--- src/verilog/mcsr_pkg.sv ---
// Package: register map, resets and bus carrier for the monitor configuration bank
package mcsr_pkg;
   localparam logic [7:0] OFS_DUTY1 = 8'h38;
   localparam logic [7:0] OFS_DUTY2 = 8'h39;
   localparam logic [7:0] OFS_DUTY3 = 8'h3A;
   localparam logic [7:0] OFS_CFG = 8'h40;
   localparam logic [7:0] OFS_FLAGS = 8'h41;
   localparam logic [7:0] RST_DUTY = 8'hFF;
   localparam logic [7:0] RST_CFG = 8'h01;
   localparam logic [7:0] RST_FLAGS = 8'h00;
   localparam logic [7:0] RD_UNMAPPED = 8'h00;
   localparam int BIT_GO = 0;
   localparam int BIT_LOCK = 1;
   localparam int BIT_RDY = 2;
   localparam int BIT_FULL = 3;
   localparam int BIT_WATTS = 4;
   localparam int BIT_SPIN = 5;
   localparam int BIT_TMO = 6;
   localparam int BIT_SCALE = 7;
   localparam int BIT_SUMMARY = 7;
   localparam int BIT_FIVE = 3;
   // Lockable configuration bits: go, lock, watts, timeout, scale
   localparam logic [7:0] CFG_LOCK_MASK = 8'hD3;
   // Bits never frozen: full speed, spin-up bypass
   localparam logic [7:0] CFG_FREE_MASK = 8'h28;

   typedef struct packed {
      logic [7:0] addr;
      logic [7:0] wdata;
      logic wr;
      logic rd;
   } mcsr_req_t;
endpackage : mcsr_pkg

--- src/verilog/mcsr_regs.sv ---
// Module: duty ceilings, main configuration and first limit event flags
//
// Implementation choice: the address-and-strobe port.
module mcsr_regs (
   input wire logic core_clk,
   input wire logic rst,
   input wire mcsr_pkg::mcsr_req_t bus_req,
   output logic [7:0] rdata,
   input wire logic power_ready,
   input wire logic [6:0] limit_cond,
   input wire logic thermal_alarm_pin_timer_over,
   input wire logic thermal_pin_mode,
   input wire logic [7:0] second_bank_flags,
   output logic [7:0] pwm1_duty_ceiling,
   output logic [7:0] pwm2_duty_ceiling,
   output logic [7:0] pwm3_duty_ceiling,
   output logic monitor_go,
   output logic limits_locked,
   output logic fans_full_force,
   output logic watts_reporting_flag,
   output logic spinup_pulse_bypass,
   output logic bus_timeout_ctl,
   output logic supply_five_volt,
   output logic [6:0] limit_flags
);
   logic [7:0] duty_reg [3];
   logic [7:0] cfg_reg;
   logic rdy_reg;
   logic [6:0] flags_reg;
   logic [6:0] flags_next;
   logic [7:0] rdata_reg;
   logic [7:0] rdata_next;
   logic [7:0] cfg_next;
   logic [7:0] cfg_wmask;
   logic [6:0] cond;
   logic [7:0] cfg_view;
   logic sel_cfg;
   logic sel_flags;
   logic wr_cfg;
   logic rd_flags;
   logic second_bank_summary;
   logic [2:0] wr_duty;

   assign sel_cfg = bus_req.addr == mcsr_pkg::OFS_CFG;
   assign sel_flags = bus_req.addr == mcsr_pkg::OFS_FLAGS;
   assign wr_cfg = bus_req.wr && sel_cfg;
   assign rd_flags = bus_req.rd && sel_flags;
   // Lock freezes the duty ceilings
   assign wr_duty[0] = bus_req.wr && !cfg_reg[mcsr_pkg::BIT_LOCK] && bus_req.addr == mcsr_pkg::OFS_DUTY1;
   assign wr_duty[1] = bus_req.wr && !cfg_reg[mcsr_pkg::BIT_LOCK] && bus_req.addr == mcsr_pkg::OFS_DUTY2;
   assign wr_duty[2] = bus_req.wr && !cfg_reg[mcsr_pkg::BIT_LOCK] && bus_req.addr == mcsr_pkg::OFS_DUTY3;

   // Locked: only the free bits take a write; go and lock are then frozen too
   assign cfg_wmask = cfg_reg[mcsr_pkg::BIT_LOCK] ? mcsr_pkg::CFG_FREE_MASK
                      : (mcsr_pkg::CFG_FREE_MASK | mcsr_pkg::CFG_LOCK_MASK);
   // Lock only ever gets set by a write, never cleared by one (only reset clears it): write-once
   assign cfg_next = wr_cfg ? ((cfg_reg & ~cfg_wmask) | (bus_req.wdata & cfg_wmask)
                               | (cfg_reg & (8'h01 << mcsr_pkg::BIT_LOCK))) : cfg_reg;

   // Bit 3 source depends on how its pin is configured
   assign cond = {limit_cond[6:4],
                  thermal_pin_mode ? thermal_alarm_pin_timer_over : limit_cond[mcsr_pkg::BIT_FIVE],
                  limit_cond[2:0]};
   // Set wins over the read clear; a flag stays while its condition persists
   assign flags_next = cond | (flags_reg & ~({7{rd_flags}} & ~cond));
   assign second_bank_summary = |second_bank_flags;

   assign cfg_view = {cfg_reg[7:3], rdy_reg, cfg_reg[1:0]};
   // Read data taken from the pre-clear flag value
   assign rdata_next = !bus_req.rd ? 8'h00
                     : bus_req.addr == mcsr_pkg::OFS_DUTY1 ? duty_reg[0]
                     : bus_req.addr == mcsr_pkg::OFS_DUTY2 ? duty_reg[1]
                     : bus_req.addr == mcsr_pkg::OFS_DUTY3 ? duty_reg[2]
                     : sel_cfg ? cfg_view
                     : sel_flags ? {second_bank_summary, flags_reg}
                     : mcsr_pkg::RD_UNMAPPED;

   always_ff @(posedge core_clk) begin
      if (rst) begin
         duty_reg[0] <= mcsr_pkg::RST_DUTY;
         duty_reg[1] <= mcsr_pkg::RST_DUTY;
         duty_reg[2] <= mcsr_pkg::RST_DUTY;
      end else begin
         if (wr_duty[0]) begin
            duty_reg[0] <= bus_req.wdata;
         end
         if (wr_duty[1]) begin
            duty_reg[1] <= bus_req.wdata;
         end
         if (wr_duty[2]) begin
            duty_reg[2] <= bus_req.wdata;
         end
      end
   end

   always_ff @(posedge core_clk) begin
      if (rst) begin
         cfg_reg <= mcsr_pkg::RST_CFG;
         rdy_reg <= 1'b0;
         flags_reg <= mcsr_pkg::RST_FLAGS[6:0];
         rdata_reg <= 8'h00;
      end else begin
         cfg_reg <= cfg_next;
         rdy_reg <= power_ready;
         flags_reg <= flags_next;
         rdata_reg <= rdata_next;
      end
   end

   assign rdata = rdata_reg;
   assign pwm1_duty_ceiling = duty_reg[0];
   assign pwm2_duty_ceiling = duty_reg[1];
   assign pwm3_duty_ceiling = duty_reg[2];
   // Low go selects default limits downstream; programmed values stay put here
   assign monitor_go = cfg_reg[mcsr_pkg::BIT_GO];
   assign limits_locked = cfg_reg[mcsr_pkg::BIT_LOCK];
   assign fans_full_force = cfg_reg[mcsr_pkg::BIT_FULL];
   assign watts_reporting_flag = cfg_reg[mcsr_pkg::BIT_WATTS];
   assign spinup_pulse_bypass = cfg_reg[mcsr_pkg::BIT_SPIN];
   assign bus_timeout_ctl = cfg_reg[mcsr_pkg::BIT_TMO];
   assign supply_five_volt = cfg_reg[mcsr_pkg::BIT_SCALE];
   assign limit_flags = flags_reg;
endmodule : mcsr_regs
--- config.mk ---
export PLATFORM = sky130hd
export DESIGN_NAME = mcsr_regs
export DESIGN_NICKNAME = d
export VERILOG_FILES = /design/src/verilog/mcsr_pkg.sv /design/src/verilog/mcsr_regs.sv
export SDC_FILE = /design/constraint.sdc
export NUM_CORES = 1
export LEC_CHECK = 0
export ABC_CLOCK_PERIOD_IN_PS = 1850
export BUFFER_PORTS_ARGS = -buffer_cell sky130_fd_sc_hd__clkbuf_2
export CELL_PAD_IN_SITES_DETAIL_PLACEMENT = 1
export CELL_PAD_IN_SITES_GLOBAL_PLACEMENT = 1
export CORE_MARGIN = 1.5
export CORE_UTILIZATION = 35
export CTS_BUF_LIST = sky130_fd_sc_hd__clkbuf_4 sky130_fd_sc_hd__clkbuf_8 sky130_fd_sc_hd__clkbuf_16
export DETAILED_ROUTE_END_ITERATION = 10
export HOLD_SLACK_MARGIN = 0.06
export PLACE_DENSITY_LB_ADDON = 0.15
export RECOVER_POWER = 50
export SYNTH_ARGS = -nofsm -noshare
export SYNTH_HDL_FRONTEND = slang
export SYNTH_SLANG_ARGS = --single-unit
--- constraint.sdc ---
create_clock -name core_clk -period 1.85 [get_ports core_clk]
set_input_delay 0.185 -clock core_clk [delete_from_list [all_inputs] [get_ports core_clk]]
set_output_delay 0.185 -clock core_clk [all_outputs]
set_load 0.02 [all_outputs]
==> out/results.ini <==
[setup_path]
worstPathCellList=nor2b_1, clkbuf_1, nand3_1, or2_1
startpoint_type=flip-flop
r2r-start=cfg_reg[1]$_SDFFE_PP0P_
r2r_cells=4
cp_slowest_cell=dfxtp_1
reg2reg_to=duty_reg[0][13]$_DFFE_PP_
crit_arrival_ns=1.61
reg2reg_slack_ns=0.27
critPathKind=reg2reg
cp_slowest_stage_delay_ns=0.35
cp-endpoint=duty_reg[0][13]$_DFFE_PP_
required_ns=1.89
crit_start=cfg_reg[1]$_SDFFE_PP0P_
crit_fanout=8
crit_buf_inv=1
critPathTopFamily=simple AND/OR/NAND/NOR gates
cp.depth=4
endpoint_kind=flip-flop

[sta]
fmax_mhz=634.9
holdWs_ns=0.09048
slew_headroom_pct=66.23
report.final.slew_viol_count=0
finalHoldViolations=0
setup_viol=0
skew_ns=0.005093
min_period_ns=1.575
min_period_over_period_pct=85.14
tns_ns=0
rsz0062_at_grt=false
worstMarginPinSlew_ns=0.5066

[finish]
antenna_cells=0
area_growth_pct=26.07
drive_above_1_share_pct=24.81
final_core_util_pct=46.35
fin_nets=304
largest_reg_flops=24

[floorplanning]
num_io_pins=84
row_count=27
die_area_um2=6323
die_y_um=79.52
dieWidth_um=79.52
core_area_um2=5574
start_util_pct=36.77

[cts]
clock_sinks=47
ctsHtreeMaxLevel=2
cts_setup_buffers=0
cts_resized=0
clock-root-buffer=clkbuf_8
clockBufferDepth=2
insertion_delay_ns=0.29
cts_tree=yes
cts_buffers=5
postCtsHoldBufs=0
clkTransAtPathRegs_ns=0.08

[synthesis]
synth_most_common_cell=edfxtp_1
ys_top_cells_by_area=edfxtp_1, dfxtp_1, mux2_2
synthMuxAreaShare_pct=4.884
synth_top_family_by_area=compound AO/OA/AOI/OAI gates
synth_commonest_cells=edfxtp_1, dfxtp_1, nand2_1, a21oi_1, nand3_1
avgSynthCellArea_um2=11.26
synth_top_area_cell=edfxtp_1
synthCells=182
synth-seq-cells=47
synthFlopType=edfxtp_1
syn_nets=220
synth.distinct_cells=39
synthesis.area_um2=2049
synth-edff-count=24
synthSimpleGateAreaFrac_pct=15.63
ys_async_sr_fraction_pct=0
synthAdderAreaFrac_pct=0
ys_seq_area_share_pct=57.63
yosysTopAreaCellShare_pct=35.16
ys_warn_count=0
synth_xor_area_share_pct=0
synth-compound-area-share_pct=17.16

[placed_design]
place_congestion=0.7760
hpwl_um=4412
io_buffers=83

[drt]
vias=1761
drc_errors=0
firstDrtPassIters=4
drt-wirelength-per-cell_um=16.98
postRouteAntennaNets=0
vias_per_cell=5.210
dr.first_iter.drc_count=47
routed_wl_um=5739

[flow_run]
cap_violations=0

[global_route]
grt_antenna_before_repair=0
grt_pass1_vias=1805
grt_max_degree=23
gr-total-overflow=0
grt_pass1_wl_um=8880
grt.total_usage_pct=18.77

[outcome]
outcome=finished clean

[min_path]
hold_path_class=in2reg

[power_and_ir_drop]
p_per_area_nw_per_um2=831.6
p_leak_uw=0.0009343
peakVddDrop_v=0.0004434

[layout by cell type, fill, tap and decap left out, drive strengths merged, types with 2 or more instances in the layout]
master  instances
a21oi          13
a221oi          7
a22oi           7
a31o            2
buf             6
clkbuf         90
dfxtp          23
edfxtp         24
inv             8
mux2            8
nand2          15
nand2b          2
nand3           9
nor2            7
nor2b           4
nor3            2
nor4            3
o21ai           8
o22ai           8
or2             8
[worst min path at each step]
| stage | startpoint | endpoint | slack (ns) | cells after the start |
|---|---|---|---|---|
| 3_5_place_dp | limit_cond[5] | limit_flags[5]$_SDFF_PP0_ | 0.40 | 3 |
| 6_report | limit_cond[5] | limit_flags[5]$_SDFF_PP0_ | 0.09 | 3 |
| 3_3_place_gp | limit_cond[2] | limit_flags[2]$_SDFF_PP0_ | 0.39 | 3 |
| 4_1_cts | limit_cond[5] | limit_flags[5]$_SDFF_PP0_ | 0.09 | 3 |
| 5_1_grt | limit_cond[5] | limit_flags[5]$_SDFF_PP0_ | 0.09 | 3 |
| 2_1_floorplan | limit_cond[0] | limit_flags[0]$_SDFF_PP0_ | 0.30 | 2 |
[tightest hold or removal path, delay by kind of cell]
family	cells	cell delay (ns)
and+or+nand+nor	1	0.06
AOI/OAI and AO/OA	1	0.03
buffers and inverters	1	0.07
[routing by layer]
metal	share of wire, %	track usage, %	up-vias	wire length, um
li1	-	-	847	-
met1	43	23.05	847	2464
met2	50	31.86	58	2859
met3	5.2	5.029	9	300
met4	2.0	5.965	0	115
met5	0	0	-	0
[report_power, final]
| part | internal, uW | leakage (uW) | switching (uW) | total, uW |
|---|---|---|---|---|
| clock network | 411 | 0.0000547 | 325 | 736 |
| registers | 1130 | 0.000430 | 26.9 | 1160 |
| logic | 90.2 | 0.000450 | 163 | 254 |
| total | 1630 | 0.000934 | 515 | 2150 |
[area by class of cell]
class,instances,area [um2]
Multi-Input combinational cell,114,772.0
Clock buffer,6,76.32
Sequential cell,47,1181
Inverter,8,30.03
Tap cell,72,90.09
Fill cell,677,2990
Clock inverter,1,30.03
Timing Repair Buffer,90,404.1
[cell families after synthesis]
group | after synthesis
mux | 9
compound gates | 49
buf+inv | 21
flops | 47
simple gates | 56
[stage by stage]
| step | area (um2) | instances | worst slack (ns) | power (uW) |
|---|---|---|---|---|
| detailed placement | 2541 | 331 | 0.2099 | 1452 |
| CTS | 2648 | 338 | 0.3062 | 2172 |
| global placement | 2541 | 331 | 0.2267 | 1448 |
| global route | 2584 | 338 | 0.1570 | 2238 |
| floorplan | 2049 | 182 | 0.2929 | 1323 |
| finish | 2584 | 338 | 0.2749 | 2149 |
Power figures use the tool's default switching activity.
